`src/hdl/scb_pkg.sv`:
```
// scb_pkg: constants and carrier types for the single-clock word buffer.
// assumes a 32-bit apb master on the same clock as the buffer.
package scb_pkg;

  // ----------------------------------------------------------------
  // apb register map
  // ----------------------------------------------------------------
  localparam int unsigned SCB_ADDR_W     = 8;
  localparam logic [7:0]  SCB_OFF_CTRL   = 8'h00;
  localparam logic [7:0]  SCB_OFF_STAT   = 8'h04;
  localparam logic [7:0]  SCB_OFF_LEVEL  = 8'h08;

  // ----------------------------------------------------------------
  // field positions
  // ----------------------------------------------------------------
  localparam int unsigned SCB_CTRL_SCLR  = 0;
  localparam int unsigned SCB_CTRL_OVF   = 1;
  localparam int unsigned SCB_CTRL_UDF   = 2;
  localparam int unsigned SCB_STAT_EMPTY = 0;
  localparam int unsigned SCB_STAT_FULL  = 1;
  localparam int unsigned SCB_STAT_AEMP  = 2;
  localparam int unsigned SCB_STAT_AFUL  = 3;
  localparam int unsigned SCB_STAT_CNT   = 16;

  // ----------------------------------------------------------------
  // reset values
  // ----------------------------------------------------------------
  localparam logic        SCB_RST_OVF    = 1'b1;
  localparam logic        SCB_RST_UDF    = 1'b1;
  localparam logic [31:0] SCB_RST_RDATA  = 32'h0000_0000;

  // ----------------------------------------------------------------
  // carrier types
  // ----------------------------------------------------------------
  typedef struct packed {
    logic                  psel;
    logic                  penable;
    logic                  pwrite;
    logic [SCB_ADDR_W-1:0] paddr;
    logic [31:0]           pwdata;
  } scb_apb_req_t;

  typedef struct packed {
    logic        pready;
    logic        pslverr;
    logic [31:0] prdata;
  } scb_apb_rsp_t;

endpackage : scb_pkg

```
`src/hdl/scb_fifo.sv`:
```
// scb_fifo: single-clock first-in first-out word buffer with apb control.
// assumes producer and consumer logic on ref_clk_i; aclr_i may be async.
//
// The APB slave port and the placing of the registers are this design's own decisions.

module scb_fifo
  import scb_pkg::*;
#(
  parameter int unsigned word_width       = 8,
  parameter int unsigned depth_words      = 16,
  parameter string       lookahead_select = "OFF",
  parameter int unsigned almost_full_lvl  = 12,
  parameter int unsigned almost_empty_lvl = 4,
  parameter int unsigned count_width      = $clog2(depth_words)
) (
  input  wire logic                   ref_clk_i,
  input  wire logic                   nrst_i,
  input  wire logic                   ce_i,
  input  wire logic                   aclr_i,
  input  wire logic                   sclr_i,
  input  wire logic                   push_i,
  input  wire logic [word_width-1:0]  wdata_i,
  input  wire logic                   pop_i,
  output logic      [word_width-1:0]  rdata_o,
  output logic                        full_o,
  output logic                        empty_o,
  output logic                        almost_full_o,
  output logic                        almost_empty_o,
  output logic      [count_width-1:0] usedw_o,
  input  wire scb_apb_req_t           apb_i,
  output scb_apb_rsp_t                apb_o
);

  localparam int unsigned AW = count_width;
  localparam bit SHOW_AHEAD = (lookahead_select == "ON");
  localparam logic [AW:0] DEPTH_F = (AW+1)'(depth_words);
  localparam logic [AW:0] AF_LVL  = (AW+1)'(almost_full_lvl);
  localparam logic [AW:0] AE_LVL  = (AW+1)'(almost_empty_lvl);

  // ----------------------------------------------------------------
  // elaboration checks
  // ----------------------------------------------------------------
  if ((depth_words & (depth_words - 1)) != 0) begin : g_pow2
    $error("depth_words must be a power of two");
  end
  if (depth_words < 4) begin : g_min
    $error("depth_words must be at least four");
  end
  if (count_width != $clog2(depth_words)) begin : g_cw
    $error("count_width must be clog2 of depth_words");
  end

  // ----------------------------------------------------------------
  // state types
  // ----------------------------------------------------------------
  typedef struct packed {
    logic [AW-1:0] wr_ptr;
    logic [AW-1:0] rd_ptr;
    logic [AW:0]   fill;
    logic          full;
    logic          empty;
    logic          afull;
    logic          aempty;
  } scb_buf_t;

  typedef struct packed {
    logic [word_width-1:0] q;
    logic                  ovf_chk;
    logic                  udf_chk;
    scb_apb_rsp_t          rsp;
  } scb_out_t;

  typedef struct packed {
    scb_buf_t b;
    scb_out_t o;
  } scb_state_t;

  // ----------------------------------------------------------------
  // reset release and clear
  // ----------------------------------------------------------------
  logic rst_meta_r;
  logic rst_n_r;
  logic clr_n;

  always_ff @(posedge ref_clk_i or negedge nrst_i) begin
    if (!nrst_i) begin
      rst_meta_r <= 1'b0;
      rst_n_r    <= 1'b0;
    end else begin
      rst_meta_r <= 1'b1;
      rst_n_r    <= rst_meta_r;
    end
  end

  // buffer side also cleared at once by the async clear
  assign clr_n = rst_n_r & ~aclr_i;

  // ----------------------------------------------------------------
  // storage
  // ----------------------------------------------------------------
  logic [word_width-1:0] mem [depth_words];

  scb_state_t st_r;
  scb_state_t st_nxt;
  // buffer and output halves keep separate resets, one process each
  scb_buf_t   buf_r;
  scb_out_t   out_r;

  assign st_r = '{b: buf_r, o: out_r};
  logic       wr_go;
  logic       rd_go;
  logic       clear;

  always_ff @(posedge ref_clk_i) begin
    if (ce_i && wr_go) begin
      mem[st_r.b.wr_ptr] <= wdata_i;
    end
  end

  function automatic logic [AW-1:0] ptr_inc(input logic [AW-1:0] p);
    ptr_inc = p + 1'b1; // wraps because depth is a power of two
  endfunction : ptr_inc

  // ----------------------------------------------------------------
  // next state
  // ----------------------------------------------------------------
  logic          apb_acc;
  logic          apb_done;
  logic [7:0]    addr;
  logic [AW-1:0] head_idx;
  logic [31:0]   rd_word;
  logic          rd_err;

  always_comb begin
    st_nxt   = st_r;
    addr     = apb_i.paddr;
    apb_acc  = apb_i.psel & apb_i.penable;
    apb_done = apb_acc & st_r.o.rsp.pready;

    // software sync clear takes effect at the completing edge
    clear = sclr_i | (apb_done & apb_i.pwrite & (addr == SCB_OFF_CTRL)
            & apb_i.pwdata[SCB_CTRL_SCLR]);

    // protected requests; the far side drops them on the flag
    wr_go = push_i & ~(st_r.b.full & st_r.o.ovf_chk) & ~clear;
    rd_go = pop_i & ~(st_r.b.empty & st_r.o.udf_chk) & ~clear;

    if (clear) begin
      st_nxt.b.wr_ptr = '0;
      st_nxt.b.rd_ptr = '0;
      st_nxt.b.fill   = '0;
    end else begin
      if (wr_go) begin
        st_nxt.b.wr_ptr = ptr_inc(st_r.b.wr_ptr);
      end
      if (rd_go) begin
        st_nxt.b.rd_ptr = ptr_inc(st_r.b.rd_ptr);
      end
      case ({wr_go, rd_go})
        2'b10:   st_nxt.b.fill = st_r.b.fill + 1'b1;
        2'b01:   st_nxt.b.fill = st_r.b.fill - 1'b1;
        default: st_nxt.b.fill = st_r.b.fill;
      endcase
    end

    // flags follow the next fill count
    st_nxt.b.full   = (st_nxt.b.fill == DEPTH_F);
    st_nxt.b.empty  = (st_nxt.b.fill == '0);
    st_nxt.b.afull  = (st_nxt.b.fill >= AF_LVL);
    st_nxt.b.aempty = (st_nxt.b.fill < AE_LVL);

    // read output
    head_idx = st_nxt.b.rd_ptr;
    if (SHOW_AHEAD) begin
      // keep the oldest word presented; bypass a word written this edge
      if (!clear && st_nxt.b.fill != '0) begin
        if (wr_go && head_idx == st_r.b.wr_ptr) begin
          st_nxt.o.q = wdata_i;
        end else begin
          st_nxt.o.q = mem[head_idx];
        end
      end
    end else if (rd_go) begin
      st_nxt.o.q = mem[st_r.b.rd_ptr];
    end

    // apb slave: one wait state, answer registered
    rd_word = '0;
    rd_err  = 1'b0;
    case (addr)
      SCB_OFF_CTRL: begin
        rd_word[SCB_CTRL_OVF] = st_r.o.ovf_chk;
        rd_word[SCB_CTRL_UDF] = st_r.o.udf_chk;
      end
      SCB_OFF_STAT: begin
        rd_word[SCB_STAT_EMPTY] = st_r.b.empty;
        rd_word[SCB_STAT_FULL]  = st_r.b.full;
        rd_word[SCB_STAT_AEMP]  = st_r.b.aempty;
        rd_word[SCB_STAT_AFUL]  = st_r.b.afull;
        rd_word[SCB_STAT_CNT +: AW] = st_r.b.fill[AW-1:0];
      end
      SCB_OFF_LEVEL: begin
        rd_word[AW:0] = {st_r.b.full, st_r.b.fill[AW-1:0]};
      end
      default: rd_err = 1'b1;
    endcase

    st_nxt.o.rsp.pready  = apb_acc & ~st_r.o.rsp.pready;
    st_nxt.o.rsp.pslverr = apb_acc & ~st_r.o.rsp.pready & rd_err;
    if (apb_acc && !st_r.o.rsp.pready && !apb_i.pwrite) begin
      st_nxt.o.rsp.prdata = rd_word;
    end else if (!apb_acc) begin
      st_nxt.o.rsp.prdata = SCB_RST_RDATA;
    end
    if (apb_done && apb_i.pwrite && addr == SCB_OFF_CTRL) begin
      st_nxt.o.ovf_chk = apb_i.pwdata[SCB_CTRL_OVF];
      st_nxt.o.udf_chk = apb_i.pwdata[SCB_CTRL_UDF];
    end
  end

  // ----------------------------------------------------------------
  // registers
  // ----------------------------------------------------------------
  // buffer state honours the async clear; output word does not
  always_ff @(posedge ref_clk_i or negedge clr_n) begin
    if (!clr_n) begin
      buf_r.wr_ptr <= '0;
      buf_r.rd_ptr <= '0;
      buf_r.fill   <= '0;
      buf_r.full   <= 1'b0;
      buf_r.empty  <= 1'b1;
      buf_r.afull  <= 1'b0;
      buf_r.aempty <= 1'b1;
    end else if (ce_i) begin
      buf_r <= st_nxt.b;
    end
  end

  always_ff @(posedge ref_clk_i or negedge rst_n_r) begin
    if (!rst_n_r) begin
      out_r.q       <= '0;
      out_r.ovf_chk <= SCB_RST_OVF;
      out_r.udf_chk <= SCB_RST_UDF;
      out_r.rsp     <= '0;
    end else if (ce_i) begin
      out_r <= st_nxt.o;
    end
  end

  // ----------------------------------------------------------------
  // outputs
  // ----------------------------------------------------------------
  assign rdata_o        = st_r.o.q;
  assign full_o         = st_r.b.full;
  assign empty_o        = st_r.b.empty;
  assign almost_full_o  = st_r.b.afull;
  assign almost_empty_o = st_r.b.aempty;
  assign usedw_o        = st_r.b.fill[AW-1:0];
  assign apb_o          = st_r.o.rsp;
endmodule : scb_fifo

```
`config.mk`:
```
export PLATFORM = sky130hd
export DESIGN_NAME = scb_fifo
export DESIGN_NICKNAME = d
export VERILOG_FILES = /design/src/hdl/scb_pkg.sv /design/src/hdl/scb_fifo.sv
export SDC_FILE = /design/constraint.sdc
export NUM_CORES = 1
export LEC_CHECK = 0
export ABC_AREA = 1
export BUFFER_PORTS_ARGS = -buffer_cell sky130_fd_sc_hd__buf_4
export CORE_MARGIN = 8
export CORE_UTILIZATION = 50
export CTS_CLUSTER_DIAMETER = 120
export DETAILED_ROUTE_END_ITERATION = 10
export HOLD_SLACK_MARGIN = 0.02
export PLACE_DENSITY_LB_ADDON = 0.2
export SLEW_MARGIN = 20
export SYNTH_ARGS = -nofsm -noshare
export SYNTH_HDL_FRONTEND = slang
export SYNTH_SLANG_ARGS = --single-unit
export TNS_END_PERCENT = 100
```
`constraint.sdc`:
```
create_clock -name ref_clk_i -period 1.96 [get_ports ref_clk_i]
set_input_delay 0.392 -clock ref_clk_i [delete_from_list [all_inputs] [get_ports ref_clk_i]]
set_output_delay 0.392 -clock ref_clk_i [all_outputs]
set_load 0.01 [all_outputs]
```
==> results by stage <==
Outcome:
- The flow ran to the end, but the final reports show violations.
- The checks that failed: negative setup slack.

Final layout:
- The final net count is 822.
- The fill cell total of the finished layout is 1185.
- The number of inserted diodes is 0.
- Relative to the synthesized area, the layout overhead comes to 19.7%.
- The count of placed standard cells in the final layout, fillers left out is 957.
- Summing all non-filler instances in the final layout gives an area of 0.00904 mm^2.
- Of the cells placed in the final design, the portion with a size suffix greater than 1 is 0.273.
- The core occupancy in the finished layout is 0.604.

STA:
- The final period demand of the worst path is 2.13 ns.
- On the final layout, the worst hold slack is 0.217 ns.
- The number of failing setup endpoints in the final timing report is 7.
- The post-layout worst setup margin is -0.171 ns.
- The total negative slack is -0.931 ns.
- The number of pins with negative max-slew slack in the final report came to 0.
- Dividing the final minimum period by the clock period gives 1.09.
- For this run, the top clock speed supported by timing is 469 MHz.
- Clock skew on the completed layout was measured at 0.0117 ns.
- For the pin with the worst max-slew slack, the measured transition is 0.554 ns.
- Setup repair after global routing could not meet its margin everywhere.
- The final hold violation count came to 0.
- Measured against its own limit, the worst slew margin works out to 0.628.

Routing:
- In this run, the number of DRC markers left after iteration 0 of detailed routing was 524.
- The aggregate routed wire length is 18.1 mm.
- The average routed wire per standard cell is 18.9 um.
- Using the TritonRoute via totals, the vias-per-cell ratio works out to 5.48.
- The DRC violations left is 0.
- The post-route antenna net violation count is 0.
- The number of search-and-repair iterations in the first detailed-routing pass is 5.
- The total via count after detailed routing is 5249.

Global routing:
- The via count of the first global-routing pass is 5119.
- Entering global routing, the biggest net connects 33 pins.
- The global-route usage over all layers is 0.190.
- The first global-routing pass estimated 28.5 mm of wire.
- The number of antenna violations at the first check in global routing is 0.
- The residual overflow from global routing is 0.

Placement:
- The number of placed instances, taps included, is 921.
- The cell area after placement is 0.00817 mm^2.
- The worst setup timing slack at the placement stage is -0.506 ns.
- The HPWL after detailed placement is 12.1 mm.
- The count of buffers from port buffering is 55.
- The weighted congestion at the end of routability-driven global placement is 0.829.

Synthesis:
- The number of warnings reported in the yosys synthesis log is 0.
- The post-synthesis async set-or-reset flop share is 0.238.
- In this run, synthesis inferred 128 flip-flops with an integrated enable.
- The biggest area contributor in the post-synthesis netlist is sky130_fd_sc_hd__edfxtp_1.
- Summing every instance area after synthesis gives 0.00755 mm^2.
- By area the synthesized netlist is led by sky130_fd_sc_hd__edfxtp_1 51%, sky130_fd_sc_hd__dfrtp_1 12%, sky130_fd_sc_hd__nand2_1 5.4%, sky130_fd_sc_hd__o21ai_0 4.8%, sky130_fd_sc_hd__buf_4 4.7%.
- Synthesis produced a netlist whose cell count is 690.
- The synthesis-stage register bit count is 168.
- Of the post-synthesis cell area, the dominant cell type holds 0.509.
- Counting distinct cell types in the post-synthesis netlist gives 42.
- For this run, the leading register cell type out of synthesis is sky130_fd_sc_hd__edfxtp_1.
- The post-synthesis sequential area ratio is 0.642.
- The mean instance size in the synthesized netlist is 10.9 um^2.

Power and ir drop:
- The design draws 9.32 mW.
- The largest voltage drop on the vdd net is 877 uV.
- The analysis attributes to cell leakage a power of 3.50 nW.
- The total power per unit cell area is 1030 mW/mm^2.

Worst setup path:
- The worst setup path is launched from a flop.
- The endpoint arrival time on the critical path is 2.49 ns.
- Traced cell by cell, the critical path runs through nand2_1 > nor2_2 > nand3_2 > nand2_4 > inv_6 > nand2_4 > ha_4 > nand2_2 > inv_2 > nor2_4 > ha_4 > inv_2 > nand2_2 > nand3_2 > nand2_1 > nand2_1 > nand3_2 > nand2_1 > nand2_1 > o21bai_1.
- The classification of the worst setup path is flop to flop.
- Counting stages on the worst path, the most repeated cell is sky130_fd_sc_hd__nand2_1.
- The number of cells on the worst reg-to-reg path is 20.
- The worst setup path is captured at a flop.
- In this run the worst path has a maximum fanout of 4.
- STA puts the critical path data required time at 2.32 ns.
- In this design, the stage delay of the slowest critical-path cell is 0.34 ns.
- The cell type of the slowest stage on the worst timing path is sky130_fd_sc_hd__dfrtp_1.

Clock tree:
- The CTS root buffer is sky130_fd_sc_hd__clkbuf_16.
- The CTS H-tree depth is 4.
- For the worst-skew pair, the clock arrives at the later sink with an insertion delay of 0.43 ns.
- The number of buffers on the longest clock path is 2.
- The CTS clock-pin slew for the worst setup and hold paths is 0.07 ns.
- The number of clock buffers added by TritonCTS is 17.
- The clock net sink count is 168.
- The TritonCTS clock tree is yes.

Floorplanning:
- The number of rows in the core area is 45.
- The starting density of the core is 0.504.
- The top-level I/O count is 108.
- The area of the die is 0.0193 mm^2.
- The vertical die dimension is 139 um.
- The region available for standard cell placement spans 0.0150 mm^2.
- The die width is 139 um.

Hold path:
- The cell depth of the worst min-delay path is 2.
- The path class of the tightest hold or removal check is input pin to flop.

Run:
- The number of max-capacitance violations reported is 0.
[synth_stat cells (6+ instances only)]
cell and count:
sky130_fd_sc_hd__nand3_1 39, sky130_fd_sc_hd__o22ai_1 35, sky130_fd_sc_hd__buf_4 47, sky130_fd_sc_hd__buf_2 7, sky130_fd_sc_hd__inv_2 7, sky130_fd_sc_hd__dfrtp_1 36
sky130_fd_sc_hd__nand2_2 6, sky130_fd_sc_hd__o21ai_1 9, sky130_fd_sc_hd__inv_1 25, sky130_fd_sc_hd__ha_1 8, sky130_fd_sc_hd__nand2_1 108, sky130_fd_sc_hd__o21ai_0 73
sky130_fd_sc_hd__edfxtp_1 128, sky130_fd_sc_hd__clkbuf_1 13, sky130_fd_sc_hd__nor2_1 94
[area by class of cell]
class / instances / area [um^2] / area share
Tap cell: 188 / 235 / 0.0260
Sequential cell: 168 / 4850 / 0.537
Timing Repair Buffer: 97 / 749 / 0.0829
Multi-Input combinational cell: 436 / 2420 / 0.268
Inverter: 36 / 145 / 0.0161
Clock inverter: 15 / 214 / 0.0237
Clock buffer: 17 / 425 / 0.0471
[flip-flops by register name, summed over array words and instances, names as in the netlist]
name and flops:
mem 128, apb_o 11, buf_r 9, rdata_o 8, usedw_o 4, out_r 2, almost_empty_o 1, almost_full_o 1
empty_o 1, full_o 1, rst_meta_r 1, rst_n_r 1
[logic make-up (layout without fill, tap and decap cells)]
group / after synthesis / in the layout / synth area share
buffers and inverters: 108 / 165 / 0.0809
flip-flops: 168 / 168 / 0.642
multiplexers: 1 / 1 / 0.00149
adder cells (fa/ha/maj): 8 / 8 / 0.0133
AND/OR/NAND/NOR: 266 / 266 / 0.156
other: 2 / 24 / 0.000995
XOR/XNOR: 6 / 6 / 0.00696
AO/OA/AOI/OAI: 131 / 131 / 0.0983
[power by group]
group	switching, mW	total [mW]	internal (mW)
Combinational	0.974	1.59	0.618
Clock	1.46	3.62	2.17
Sequential	0.120	4.11	3.99
Total	2.55	9.32	6.77
[per-layer routing]
metal | vias to the layer above | wire [um] | global-route usage
met3 | 20 | 1340 | 0.0509
met1 | 2561 | 7850 | 0.247
met4 | 0 | 211 | 0.0670
li1 | 2464 | - | -
met5 | - | 0 | 0
met2 | 204 | 8660 | 0.302
[cells in the final DEF, fill, tap and decap left out, types with 3 or more instances in the layout]
cell | synthesis | routed
sky130_fd_sc_hd__buf_4 | 47 | 93
sky130_fd_sc_hd__bufinv_16 | 0 | 4
sky130_fd_sc_hd__clkbuf_16 | 0 | 17
sky130_fd_sc_hd__clkinv_1 | 2 | 3
sky130_fd_sc_hd__conb_1 | 2 | 24
sky130_fd_sc_hd__dfrtp_1 | 36 | 35
sky130_fd_sc_hd__dfstp_2 | 4 | 4
sky130_fd_sc_hd__edfxtp_1 | 128 | 128
sky130_fd_sc_hd__ha_1 | 8 | 5
sky130_fd_sc_hd__inv_1 | 25 | 19
sky130_fd_sc_hd__inv_2 | 7 | 12
sky130_fd_sc_hd__inv_6 | 0 | 5
sky130_fd_sc_hd__nand2_1 | 108 | 102
sky130_fd_sc_hd__nand2_2 | 6 | 10
sky130_fd_sc_hd__nand2_4 | 2 | 4
sky130_fd_sc_hd__nand3_1 | 39 | 33
sky130_fd_sc_hd__nand3_2 | 4 | 9
sky130_fd_sc_hd__nor2_1 | 94 | 74
sky130_fd_sc_hd__nor2_2 | 4 | 4
sky130_fd_sc_hd__nor2_4 | 4 | 24
sky130_fd_sc_hd__o21ai_0 | 73 | 71
sky130_fd_sc_hd__o21ai_1 | 9 | 10
sky130_fd_sc_hd__o21bai_1 | 3 | 3
sky130_fd_sc_hd__o22ai_1 | 35 | 35
sky130_fd_sc_hd__xnor2_1 | 3 | 3
sky130_fd_sc_hd__xor2_1 | 3 | 3
[what timing repair did]
item / in CTS / in global routing
endpoints found under the hold margin: 6 / 0
resized for setup: 32 / 25
setup endpoints to repair: 137 / 110
hold buffers: 2 / 0
pin swaps: 12 / 19
buffers inserted: 0 / 2
[worst max-delay path, delay by kind of cell, from the launching register on]
family | cells | cell delay (ns)
buffers and inverters | 3 | 0.16
AOI/OAI and AO/OA | 1 | 0.15
DFF | 1 | 0.34
and+or+nand+nor | 14 | 1.10
adders and majority gates | 2 | 0.31
[worst paths after layout]
path | startpoint | to | slack, ns
min in group asynchronous | nrst_i | rst_n_r$_DFF_PN0_ | 0.28
setup / recovery | apb_o[33]$_DFFE_PN0P_ | empty_o$_DFFE_PN1P_ | -0.17
hold / removal | apb_i[1] | out_r[35]$_DFFE_PN1P_ | 0.22
hold reg to reg | rst_n_r$_DFF_PN0_ | apb_o[0]$_DFFE_PN0P_ | 0.34
setup reg to reg | apb_o[33]$_DFFE_PN0P_ | empty_o$_DFFE_PN1P_ | -0.17
max in group asynchronous | aclr_i | almost_empty_o$_DFFE_PN1P_ | 0.83
Power figures use the tool's default switching activity.
